<file path="src/pplc_pkg.sv">
package pplc_pkg;

   // ************************************************************
   // Register indices (byte address is four times the index)
   // ************************************************************
   localparam logic [7:0] IDX_LOOP_CTRL = 8'h36;
   localparam logic [7:0] IDX_BW_CTRL = 8'h37;
   localparam logic [7:0] IDX_FB_HIGH = 8'h38;
   localparam logic [7:0] IDX_FB_LOW = 8'h39;
   localparam logic [7:0] IDX_VCO_RANGE = 8'h3a;
   localparam logic [7:0] IDX_REF_DIV = 8'h3b;

   // ************************************************************
   // Field positions
   // ************************************************************
   localparam int LC_IE_BIT = 7;
   localparam int LC_FLAG_BIT = 6;
   localparam int LC_POWER_BIT = 5;
   localparam int LC_SELECT_BIT = 4;
   localparam int LC_PRE_LSB = 2;
   localparam int LC_VPR_LSB = 0;
   localparam int BW_AUTO_BIT = 7;
   localparam int BW_LOCK_BIT = 6;
   localparam int BW_ACQ_BIT = 5;

   // ************************************************************
   // Values after reset
   // ************************************************************
   localparam logic [11:0] RST_FB_MULT = 12'h040;
   localparam logic [7:0] RST_VCO_RANGE = 8'h40;
   localparam logic [3:0] RST_REF_DIV = 4'h1;
   localparam logic RST_LOOP_POWER = 1'b1;
   localparam logic [1:0] RST_TWO_BITS = 2'h0;

   // ************************************************************
   // Timing
   // ************************************************************
   // Stasis on the base clock after a source change, in ref_clk cycles
   localparam logic [1:0] SWITCH_HOLD_CYCLES = 2'h3;

   // ************************************************************
   // Carrier of the programmed clock generator settings
   // ************************************************************
   typedef struct packed {
      logic loopActive;
      logic oscEnable;
      logic baseSelect;
      logic acqTrack;
      logic [1:0] prescale;
      logic [1:0] rangePower;
      logic [11:0] feedbackDivisor;
      logic [7:0] rangeMult;
      logic [3:0] refDivisor;
   } pplc_clk_ctrl_t;

   // Zero divides like one
   function automatic logic [11:0] pplc_eff_div(input logic [11:0] v);
      pplc_eff_div = (v == 12'h000) ? 12'h001 : v;
   endfunction

endpackage
</file>
<file path="src/pplc_clock_halver.sv">
`timescale 1ns/100ps
module pplc_clock_halver import pplc_pkg::*; (
   input wire logic ref_clk,
   input wire logic sys_rst,
   input wire logic oscSample,
   input wire logic vcoSample,
   input wire logic selVco,
   input wire logic run,
   output logic baseOut
);

   logic oscPrev;
   logic vcoPrev;
   logic selPrev;
   logic [1:0] holdCnt;
   logic srcRise;

   always_comb begin
      srcRise = selVco ? (vcoSample & ~vcoPrev) : (oscSample & ~oscPrev);
   end

   always_ff @(posedge ref_clk or posedge sys_rst) begin
      if (sys_rst) begin
         oscPrev <= 1'b0;
         vcoPrev <= 1'b0;
         selPrev <= 1'b0;
      end else begin
         oscPrev <= oscSample;
         vcoPrev <= vcoSample;
         selPrev <= selVco;
      end
   end

   // ************************************************************
   // Stasis while the source changes, so no runt pulse escapes
   // ************************************************************
   always_ff @(posedge ref_clk or posedge sys_rst) begin
      if (sys_rst) begin
         holdCnt <= 2'h0;
      end else if (selPrev != selVco) begin
         holdCnt <= SWITCH_HOLD_CYCLES;
      end else if (holdCnt != 2'h0) begin
         holdCnt <= holdCnt - 2'h1;
      end
   end

   // Toggling on each source rising edge gives half rate, even duty
   always_ff @(posedge ref_clk or posedge sys_rst) begin
      if (sys_rst) begin
         baseOut <= 1'b0;
      end else if (!run) begin
         baseOut <= 1'b0;
      end else if (srcRise && holdCnt == 2'h0 && selPrev == selVco) begin
         baseOut <= ~baseOut;
      end
   end

endmodule // pplc_clock_halver

</file>
<file path="src/pplc_lock_monitor.sv">
`timescale 1ns/100ps
module pplc_lock_monitor import pplc_pkg::*; (
   input wire logic ref_clk,
   input wire logic sys_rst,
   input wire logic lockIn,
   input wire logic watchEn,
   output logic lockState,
   output logic lockToggle
);

   // ************************************************************
   // Lock transition detector
   // ************************************************************
   always_ff @(posedge ref_clk or posedge sys_rst) begin
      if (sys_rst) begin
         lockState <= 1'b0;
      end else begin
         lockState <= lockIn;
      end
   end

   // Both entry into and exit from lock count
   always_ff @(posedge ref_clk or posedge sys_rst) begin
      if (sys_rst) begin
         lockToggle <= 1'b0;
      end else begin
         lockToggle <= watchEn & (lockIn != lockState);
      end
   end

endmodule // pplc_lock_monitor

</file>
<file path="src/pplc_loop_control.sv">
// Contract
// - Feedback multiplier zero configures like one; the register still reads back zero.
// - Reset loads feedback multiplier with 040 hex, factor sixty-four.
// - Feedback multiplier writes ignored while loop power is on.
// - Range multiplier writes blocked while loop power is on.
// - Range multiplier zero disables loop and forces base select to zero.
// - Base select cannot be set while range multiplier is all zero.
// - Reset loads range multiplier with 40 hex.
// - Reference divider writes blocked while loop power is on.
// - Reference divider zero configures like one.
// - Reset sets reference divider to one.
// - Auto bandwidth: each lock change raises interrupt when enabled.
// - Lock change sets the flag whatever the enable.
// - Manual bandwidth: no interrupt, flag reads zero.
// - Wait mode leaves the generator unchanged.
// - Stop with oscillator off: oscillator, loop off, outputs low.
// - Stop clears base select; oscillator half clock stays after wakeup.
// - Stop with oscillator kept: loop off, oscillator clock still supplied.
// - Break with clear enable: read clears flag, stays clear.
// - Break without clear enable: flag untouched by control accesses.
// - Outside break, any loop control read clears the flag.
// - Base select set refused while loop power is clear.
// - Base clock is half the selected source, even duty.
`timescale 1ns/100ps
module pplc_loop_control import pplc_pkg::*; (
   input wire logic ref_clk,
   input wire logic sys_rst,
   input wire logic hsel,
   input wire logic [31:0] haddr,
   input wire logic [1:0] htrans,
   input wire logic hwrite,
   input wire logic [2:0] hsize,
   input wire logic [31:0] hwdata,
   input wire logic hready,
   output logic [31:0] hrdata,
   output logic hreadyout,
   output logic hresp,
   input wire logic lockDetect,
   input wire logic acqDetect,
   input wire logic oscClkIn,
   input wire logic vcoClkIn,
   input wire logic stopMode,
   input wire logic breakState,
   input wire logic breakClearEnable,
   input wire logic oscRunInStop,
   output logic baseClockOut,
   output logic generatorIrq,
   output pplc_clk_ctrl_t clkCtrl
);

   // ************************************************************
   // State
   // ************************************************************
   logic ieReg;
   logic flagReg;
   logic powerReg;
   logic selectReg;
   logic [1:0] preReg;
   logic [1:0] vprReg;
   logic autoReg;
   logic acqReg;
   logic [11:0] fbMulReg;
   logic [7:0] rangeReg;
   logic [3:0] refDivReg;
   logic wrPend;
   logic rdPend;
   logic [7:0] wrIdx;
   logic [7:0] rdIdx;
   logic lockState;
   logic lockToggle;
   logic oscRun;
   logic rangeZero;
   logic addrTaken;
   logic wrDo;
   logic [7:0] wrByte;
   logic flagClear;
   logic [7:0] readByte;
   pplc_clk_ctrl_t clkCtrl_next;
   logic [11:0] refDivEff;

   // ************************************************************
   // Bus decode
   // ************************************************************
   // Word size only; the master issues nothing else, hsize is not checked
   always_comb begin
      addrTaken = hsel & htrans[1] & hready;
      wrDo = wrPend;
      wrByte = hwdata[7:0];
      oscRun = ~(stopMode & ~oscRunInStop);
      rangeZero = (rangeReg == 8'h00);
   end

   always_ff @(posedge ref_clk or posedge sys_rst) begin
      if (sys_rst) begin
         wrPend <= 1'b0;
         wrIdx <= 8'h00;
      end else begin
         wrPend <= addrTaken & hwrite;
         if (addrTaken && hwrite) begin
            wrIdx <= haddr[9:2];
         end
      end
   end

   // A read gets one wait state so a write just before it is seen
   always_ff @(posedge ref_clk or posedge sys_rst) begin
      if (sys_rst) begin
         rdPend <= 1'b0;
         rdIdx <= 8'h00;
      end else begin
         rdPend <= addrTaken & ~hwrite & ~rdPend;
         if (addrTaken && !hwrite) begin
            rdIdx <= haddr[9:2];
         end
      end
   end

   always_ff @(posedge ref_clk or posedge sys_rst) begin
      if (sys_rst) begin
         hreadyout <= 1'b1;
      end else begin
         hreadyout <= ~(addrTaken & ~hwrite & ~rdPend);
      end
   end

   // Every access, refused or not, ends OKAY
   always_ff @(posedge ref_clk or posedge sys_rst) begin
      if (sys_rst) begin
         hresp <= 1'b0;
      end else begin
         hresp <= 1'b0;
      end
   end

   // ************************************************************
   // Read path
   // ************************************************************
   always_comb begin
      readByte = 8'h00;
      case (rdIdx)
         IDX_LOOP_CTRL: begin
            readByte[LC_IE_BIT] = ieReg & autoReg;
            readByte[LC_FLAG_BIT] = flagReg & autoReg;
            readByte[LC_POWER_BIT] = powerReg;
            readByte[LC_SELECT_BIT] = selectReg;
            readByte[LC_PRE_LSB +: 2] = preReg;
            readByte[LC_VPR_LSB +: 2] = vprReg;
         end
         IDX_BW_CTRL: begin
            readByte[BW_AUTO_BIT] = autoReg;
            readByte[BW_LOCK_BIT] = autoReg & lockState;
            readByte[BW_ACQ_BIT] = autoReg ? acqDetect : acqReg;
         end
         IDX_FB_HIGH: readByte = {4'h0, fbMulReg[11:8]};
         IDX_FB_LOW: readByte = fbMulReg[7:0];
         IDX_VCO_RANGE: readByte = rangeReg;
         IDX_REF_DIV: readByte = {4'h0, refDivReg};
         default: readByte = 8'h00;
      endcase
   end

   always_ff @(posedge ref_clk or posedge sys_rst) begin
      if (sys_rst) begin
         hrdata <= 32'h00000000;
      end else if (rdPend) begin
         hrdata <= {24'h000000, readByte};
      end
   end

   // Read of loop control clears the flag, unless break protects it
   always_comb begin
      flagClear = rdPend & (rdIdx == IDX_LOOP_CTRL) & (~breakState | breakClearEnable);
   end

   // ************************************************************
   // Loop control register
   // ************************************************************
   always_ff @(posedge ref_clk or posedge sys_rst) begin
      if (sys_rst) begin
         ieReg <= 1'b0;
      end else if (wrDo && wrIdx == IDX_LOOP_CTRL && autoReg) begin
         ieReg <= wrByte[LC_IE_BIT];
      end
   end

   // Power cannot drop while the loop clock drives the base clock
   always_ff @(posedge ref_clk or posedge sys_rst) begin
      if (sys_rst) begin
         powerReg <= RST_LOOP_POWER;
      end else if (wrDo && wrIdx == IDX_LOOP_CTRL) begin
         powerReg <= wrByte[LC_POWER_BIT] | selectReg;
      end
   end

   // Setting select needs power already on: two writes from off
   always_ff @(posedge ref_clk or posedge sys_rst) begin
      if (sys_rst) begin
         selectReg <= 1'b0;
      end else if (stopMode) begin
         selectReg <= 1'b0;
      end else if (rangeZero) begin
         selectReg <= 1'b0;
      end else if (wrDo && wrIdx == IDX_LOOP_CTRL) begin
         selectReg <= wrByte[LC_SELECT_BIT] & powerReg;
      end
   end

   always_ff @(posedge ref_clk or posedge sys_rst) begin
      if (sys_rst) begin
         preReg <= RST_TWO_BITS;
         vprReg <= RST_TWO_BITS;
      end else if (wrDo && wrIdx == IDX_LOOP_CTRL && !powerReg) begin
         preReg <= wrByte[LC_PRE_LSB +: 2];
         vprReg <= wrByte[LC_VPR_LSB +: 2];
      end
   end

   // A lock change in the same cycle as a clearing read wins
   always_ff @(posedge ref_clk or posedge sys_rst) begin
      if (sys_rst) begin
         flagReg <= 1'b0;
      end else if (lockToggle) begin
         flagReg <= 1'b1;
      end else if (flagClear) begin
         flagReg <= 1'b0;
      end
   end

   // ************************************************************
   // Bandwidth control register
   // ************************************************************
   // Manual acquisition value is kept while auto runs
   always_ff @(posedge ref_clk or posedge sys_rst) begin
      if (sys_rst) begin
         autoReg <= 1'b0;
         acqReg <= 1'b0;
      end else if (wrDo && wrIdx == IDX_BW_CTRL) begin
         autoReg <= wrByte[BW_AUTO_BIT];
         if (!autoReg) begin
            acqReg <= wrByte[BW_ACQ_BIT];
         end
      end
   end

   // ************************************************************
   // Programming registers, frozen while the loop is powered
   // ************************************************************
   always_ff @(posedge ref_clk or posedge sys_rst) begin
      if (sys_rst) begin
         fbMulReg <= RST_FB_MULT;
      end else if (wrDo && !powerReg) begin
         if (wrIdx == IDX_FB_HIGH) begin
            fbMulReg[11:8] <= wrByte[3:0];
         end else if (wrIdx == IDX_FB_LOW) begin
            fbMulReg[7:0] <= wrByte;
         end
      end
   end

   always_ff @(posedge ref_clk or posedge sys_rst) begin
      if (sys_rst) begin
         rangeReg <= RST_VCO_RANGE;
      end else if (wrDo && !powerReg && wrIdx == IDX_VCO_RANGE) begin
         rangeReg <= wrByte;
      end
   end

   always_ff @(posedge ref_clk or posedge sys_rst) begin
      if (sys_rst) begin
         refDivReg <= RST_REF_DIV;
      end else if (wrDo && !powerReg && wrIdx == IDX_REF_DIV) begin
         refDivReg <= wrByte[3:0];
      end
   end

   // ************************************************************
   // Settings to the analog loop
   // ************************************************************
   // Four-bit divider widened so the shared zero-as-one function serves it
   always_comb begin
      refDivEff = pplc_eff_div({8'h00, refDivReg});
   end

   // Only stop and software settings touch the generator, wait does not
   always_comb begin
      clkCtrl_next.loopActive = powerReg & ~rangeZero & ~stopMode;
      clkCtrl_next.oscEnable = oscRun;
      clkCtrl_next.baseSelect = selectReg;
      clkCtrl_next.acqTrack = acqReg;
      clkCtrl_next.prescale = preReg;
      clkCtrl_next.rangePower = vprReg;
      clkCtrl_next.feedbackDivisor = pplc_eff_div(fbMulReg);
      clkCtrl_next.rangeMult = rangeReg;
      clkCtrl_next.refDivisor = refDivEff[3:0];
   end

   always_ff @(posedge ref_clk or posedge sys_rst) begin
      if (sys_rst) begin
         clkCtrl <= '0;
      end else begin
         clkCtrl <= clkCtrl_next;
      end
   end

   // ************************************************************
   // Interrupt line
   // ************************************************************
   always_ff @(posedge ref_clk or posedge sys_rst) begin
      if (sys_rst) begin
         generatorIrq <= 1'b0;
      end else begin
         generatorIrq <= flagReg & ieReg & autoReg & oscRun;
      end
   end

   // ************************************************************
   // Lock watch and base clock
   // ************************************************************
   // Lock is only watched in auto mode with the loop running
   pplc_lock_monitor u_lock (
      .ref_clk(ref_clk),
      .sys_rst(sys_rst),
      .lockIn(lockDetect),
      .watchEn(autoReg & clkCtrl_next.loopActive),
      .lockState(lockState),
      .lockToggle(lockToggle)
   );

   // Loop clock may be selected while unlocked; software must check lock
   pplc_clock_halver u_base (
      .ref_clk(ref_clk),
      .sys_rst(sys_rst),
      .oscSample(oscClkIn),
      .vcoSample(vcoClkIn),
      .selVco(selectReg),
      .run(oscRun),
      .baseOut(baseClockOut)
   );

endmodule // pplc_loop_control

</file>
<file path="config.mk">
export PLATFORM = sky130hd
export DESIGN_NAME = pplc_loop_control
export DESIGN_NICKNAME = d
export VERILOG_FILES = /design/src/pplc_pkg.sv /design/src/pplc_clock_halver.sv /design/src/pplc_lock_monitor.sv /design/src/pplc_loop_control.sv
export SDC_FILE = /design/constraint.sdc
export NUM_CORES = 1
export LEC_CHECK = 0
export ABC_AREA = 1
export BUFFER_PORTS_ARGS = -buffer_cell sky130_fd_sc_hd__buf_2
export CAP_MARGIN = 20
export CORE_UTILIZATION = 28
export CTS_BUF_LIST = sky130_fd_sc_hd__clkbuf_16
export CTS_CLUSTER_SIZE = 8
export DETAILED_ROUTE_END_ITERATION = 8
export MAX_ROUTING_LAYER = met4
export PLACE_DENSITY = 0.48
export SLEW_MARGIN = 20
export SYNTH_ARGS = -nofsm -noshare
export SYNTH_HDL_FRONTEND = slang
export SYNTH_HIERARCHICAL = 1
export SYNTH_SLANG_ARGS = --single-unit
</file>
<file path="constraint.sdc">
create_clock -name ref_clk -period 3.6 [get_ports ref_clk]
set_clock_uncertainty 0.2 [all_clocks]
set_input_delay 0.18 -clock ref_clk [delete_from_list [all_inputs] [get_ports ref_clk]]
set_output_delay 0.18 -clock ref_clk [all_outputs]
set_load 0.005 [all_outputs]
</file>
; Word level (Yosys, flattened, before mapping)
; Index checks and enable logic that the tools add are counted.
[classes]
mux = 15
n_bitwise = 36
n_reduce_logical = 25
n_eq_ne = 15
addsub = 1
[op_table]
columns = op, n
row1 = "8-bit by 6-bit == test with 1-bit output, second input constant", 12
row2 = 5-bit case mux with 5 select lines, 1
row3 = 1-bit bitwise AND, 21
row4 = 1-bit NOT, 13
row5 = 12-bit zero test, 1
row6 = 12-bit 2-to-1 mux, 1
row7 = 3-bit case mux with 4 select lines, 1
row8 = 1-bit logical AND, 11
row9 = 1-bit 2-to-1 mux, 9
row10 = 8-bit zero test, 1
row11 = 2-bit nonzero test, 4
row12 = 4-bit zero test, 1
row13 = 2-bit 2-to-1 mux, 2
row14 = 4-bit 2-to-1 mux, 1
row15 = 2-bit AND reduction, 2
row16 = 3-bit AND reduction, 1
row17 = 3-bit nonzero test, 1
row18 = 1-bit zero test, 2
row19 = 2-bit zero test, 1
row20 = 1-bit inequality test, 2
row21 = 1-bit bitwise OR, 2
row22 = "2-bit by 1-bit subtractor with 2-bit output, second input constant", 1
row23 = 1-bit == test, 1
[totals]
out_inout_bits = 68
in_bits = 82
register_bits = 101

; Depth between registers and ports, before layout
[logic_depth]
ltp_word = 7
depth_mapped = 10
ltp_nobuf = 10

; Hierarchy
; Netlist, hierarchy kept.
[modules_own_cells]
columns = mod, area_per_inst_um2, cells_per_inst, instances, seq_area_each_um2
row1 = pplc_loop_control, 4001.3, 427, 1, 2358.5
row2 = pplc_clock_halver, 282.8, 33, 1, 150.1
row3 = pplc_lock_monitor, 68.8, 7, 1, 50.0

; Worst setup path after synthesis
; No wires, ideal clock.
[synth_timing]
kind = flip-flop to flip-flop
from = register wrIdx[2]
to = register fbMulReg[3]
period_less_slack_ns = 1.427
path_stages_with_launch = 8
setup_slack_ns = 2.173
t_arrival_ns = 1.108
n_path_buf = 1
path_cell_list = dfrtp_1 -> inv_1 -> nand2_1 -> nor3_1 -> nand3_2 -> buf_6 -> nand2_1 -> o21ai_2
[synth_between]
elab_chain_len = 3
elab_cells_between_ends = 4
cone_classes = eq/ne: 2 / bitwise: 1 / reduce/logical: 1
[synth_lines]
columns = element, line_no
row1 = "start, declared", pplc_loop_control.sv:67  ; logic [7:0] wrIdx;
row2 = "start signal, assigned", pplc_loop_control.sv:100  ; wrIdx <= haddr[9:2];
row3 = 8-bit by 6-bit == test with 1-bit output, pplc_loop_control.sv:252  ; if (wrIdx == IDX_FB_HIGH) begin
row4 = 1-bit NOT (no source line), n/a
row5 = 3-bit AND reduction (no source line) *, n/a
row6 = "end signal, assigned", pplc_loop_control.sv:255  ; fbMulReg[7:0] <= wrByte;
row7 = "end, declared", pplc_loop_control.sv:62  ; logic [11:0] fbMulReg;
; Every way passes the cells marked *; elsewhere a longest branch is shown, timed or not.
; A chain may end at the register's enable or synchronous reset.

; Worst setup path in the final report
[layout_timing]
from = register rdIdx[6]
to = register hrdata[7]
[layout_between]
elab_chain_len = 2
elab_cells_between_ends = 5
cone_classes = eq/ne: 4 / mux: 1
[layout_lines]
columns = element, line_no
row1 = "start, declared", pplc_loop_control.sv:68  ; logic [7:0] rdIdx;
row2 = "start signal, assigned", pplc_loop_control.sv:113  ; rdIdx <= haddr[9:2];
row3 = 8-bit by 6-bit == test with 1-bit output, pplc_loop_control.sv:140  ; case (rdIdx)
row4 = 3-bit case mux with 4 select lines *, pplc_loop_control.sv:140
row5 = "end signal, assigned", pplc_loop_control.sv:166  ; hrdata <= {24'h000000, readByte};
row6 = "end, declared", pplc_loop_control.sv:35  ; output logic [31:0] hrdata,
; Marks and branches as above.

==> results.md <==
- Outcome: completed
- Setup TNS: 0 ns
- CP Depth: 7
- Highest clock rate: 487 MHz
- Crit Path Category: reg -> reg
- Vias in the first global route: 3149
- Non-filler cells, final: 741
- RSZ-0062 raised after global routing: false
- Yosys warning count: 6
- Critical-path top delay cell: nor2_4
- CTS clock-pin slew for the worst setup and hold paths: 0.07 ns
- H-tree depth: 3
- Sequential share of power: 0.504
- Layout cells sized above 1: 0.239
- Initial Utilization: 0.286
- Layout area overhead: 20.5%
- Drt drc: 0
- #FFs+latches synth: 102
- # setup viols final: 0
- Synth top area cells: dfrtp_1 56%, nand2_1 10%, nand3_1 5.2%
- First-iteration detailed-routing DRC count: 245
- Post-synthesis cell count: 467
- R2R Setup Slk: 1.55 ns
- Average via count per standard cell: 4.37
- TritonCTS clock tree: built
- CP delay by family, top: simple AND/OR/NAND/NOR gates
- Fin crit share: 0.570
- Synth top area share: 0.558
- Worst VDD drop: 0.191 mV
- Sw frac: 0.276
- Post-synthesis cell type count: 31
- P_int: 1.80 mW
- Total gr overflow: 0
- Initial antenna violation count: 0
- Power Dens Cells: 474 mW/mm^2
- Mapped Area: 0.00435 sq mm
- DRT antenna net count: 0
- Area leader, netlist: dfrtp_1
- Clock power share: 0.385
- Worst EP required: 3.68 ns
- Root buf cell: clkbuf_16
- Final nets: 631
- Die W: 127 um
- Final Max Slew Viols: 0
- Rel. slew slack: 0.506
- Vias after detailed routing: 3240
- Crit path DAT: 2.14 ns
- Die area: 0.0160 sq mm
- Port Buf Inserts: 72
- Hpwl dp: 7270 um
- Critical-path cell list: inv_1, nand2_1, nor2_4, nand2_1, o21ai_0, o21ai_0, nand2_1
- Number of buffers created by CTS: 9
- Final Critical Period: 2.05 ns
- Critical R2R Capture: hrdata[7]$_DFFE_PP0P_
- Placer Congestion: 0.789
- Worst Tran Pin Value: 0.739 ns
- WL/cell: 13.5 um
- Total Wirelength: 9980 um
- Bufs and invs on worst path: 1
- Max stage delay on crit path: 0.57 ns
- Largest net degree at the start of global routing: 36
- Synth Area per Inst: 9.32 sq um
- Crit path max fanout: 33
- Sequential-to-total area share from yosys stat: 0.588
- RR Startpoint: rdIdx[6]$_DFFE_PP0P_
- Total Routing Usage GR: 0.135
- CTS sink cnt: 102
- Net Switching: 685 uW
- Max-Cap Viols: 0
- Cell row count: 45
- Inst Count DP: 706
- Worst-skew pair later-pin latency: 0.34 ns
- CP Launch Type: flip-flop
- Core Area: 0.0152 sq mm
- Fillers: 1586
- Drt pass-1 iters: 4
- IO Count: 150
- Worst min-delay path class: in -> reg
- CP Launch Point: rdIdx[6]$_DFFE_PP0P_
- Number of antenna diodes: 0
- Worst reg-to-reg path cell count: 7
- Crit. End Element: flip-flop
- First-pass GRT wire length: 16200 um
- Most frequent CP cell: nand2_1
- Die height: 127 um
- Combinational power share: 0.112
- Final hold viol count: 0
- Max Root-Sink Buffers: 2
- Leak Pwr: 2.51 nW
- Crit path capture: hrdata[7]$_DFFE_PP0P_
[per-stage QoR]
step / hold slack [ns] / worst slack (ns) / area, sq um / utilization / power, mW
2_1_floorplan: -0.279 / 0.780 / 4440 / - / 1.47
3_3_place_gp: -0.134 / 1.60 / 4760 / 0.313 / 1.53
3_5_place_dp: -0.129 / 1.61 / 4760 / 0.313 / 1.54
4_1_cts: 0.00170 / 1.59 / 5240 / 0.345 / 2.51
5_1_grt: 0.0150 / 1.39 / 5240 / 0.345 / 2.61
6_report: 0.00255 / 1.55 / 5240 / 0.345 / 2.48
[area by class of cell]
| class | count | area, sq um | area share |
|---|---|---|---|
| Sequential cell | 102 | 2560 | 0.488 |
| Multi-Input combinational cell | 296 | 1420 | 0.271 |
| Timing Repair Buffer | 93 | 566 | 0.108 |
| Tap cell | 188 | 235 | 0.0449 |
| Clock buffer | 9 | 225 | 0.0429 |
| Inverter | 46 | 174 | 0.0332 |
| Clock inverter | 7 | 66.3 | 0.0126 |
[routing by layer]
layer  track usage  routed length [um]
met5             -                   0
met4        0.0525                 162
met3        0.0211                 341
met2         0.212                4700
met1         0.177                4780
[worst min-delay path by stage]
stage                          from                           to  slack, ns  depth (start not counted)
after floorplan             sys_rst   u_lock/lockState$_DFF_PP0_      -0.28                          1
after global placement      sys_rst   u_lock/lockState$_DFF_PP0_      -0.13                          2
after detailed placement    sys_rst  u_lock/lockToggle$_DFF_PP0_      -0.13                          2
after CTS                 hwdata[3]      fbMulReg[3]$_DFFE_PP0P_      0.002                          3
after global routing      hwdata[2]      rangeReg[2]$_DFFE_PP0P_       0.01                          3
final                     hwdata[1]      rangeReg[1]$_DFFE_PP0P_      0.003                          3
[cell families after synthesis]
| kind of cell | synth area share |
|---|---|
| and+or+nand+nor | 0.218 |
| DFF | 0.588 |
| buffers and inverters | 0.107 |
| AOI/OAI and AO/OA | 0.0839 |
| adders and majority gates | 0.00287 |
| other | 0.000861 |
[cell usage in the layout (no fill, tap or decap), types with 2 or more instances in the layout]
cell type	count
nand2_1	117
dfrtp_1	97
buf_2	72
nand3_1	45
inv_1	41
o21ai_0	39
conb_1	25
nor2_1	21
dlygate4sd3_1	19
o21ai_2	15
clkbuf_16	9
dfstp_2	5
nor2_2	4
nand2_2	4
nor4_1	4
clkinv_4	4
nor3_1	3
nand3_2	3
inv_2	3
nand4_1	3
nor3_2	2
a21oi_1	2
nor2_4	2
inv_8	2
buf_4	2
[what timing repair did]
action,CTS,global route
hold buffers,19,0
endpoints found under the hold margin,73,0
resized for setup,0,0
buffers inserted,0,0
[cell usage after synthesis]
master / instances
nor3_1: 3
a21oi_1: 2
nor2_1: 21
dfstp_2: 5
nand3_2: 3
o31ai_1: 1
o21ai_2: 15
o21ai_0: 39
o21ai_1: 1
nand2_1: 117
nand4_1: 3
nor4_1: 4
nor3_2: 2
ha_1: 1
or2_2: 1
inv_1: 42
dfrtp_1: 97
clkinv_1: 1
nor3_4: 1
nand2_2: 4
o211ai_1: 1
nor2_4: 2
nand3_1: 45
clkbuf_1: 16
buf_6: 2
buf_4: 26
conb_1: 1
buf_2: 3
inv_2: 3
nor2_2: 4
a31o_2: 1
[tightest hold or removal path: stages]
cell and delay [ns]:
buf_2 0.08, inv_1 0.11, o21ai_2 0.15
[state kept, by name, summed over array words and instances (netlist names), 2 cells and up]
name and cells:
clkCtrl 32, fbMulReg 12, hrdata 8, rangeReg 8
rdIdx 8, wrIdx 8, refDivReg 4, preReg 2
u_base/holdCnt 2, vprReg 2
[power by group through the flow]
stage,clock (mW),combinational [mW],sequential [mW]
finish,0.955,0.277,1.25
floorplan,0,0.207,1.27
global placement,0,0.255,1.27
CTS,0.979,0.283,1.25
global route,1.03,0.321,1.26
detailed placement,0,0.265,1.27
(Power assumes the default switching activity.)
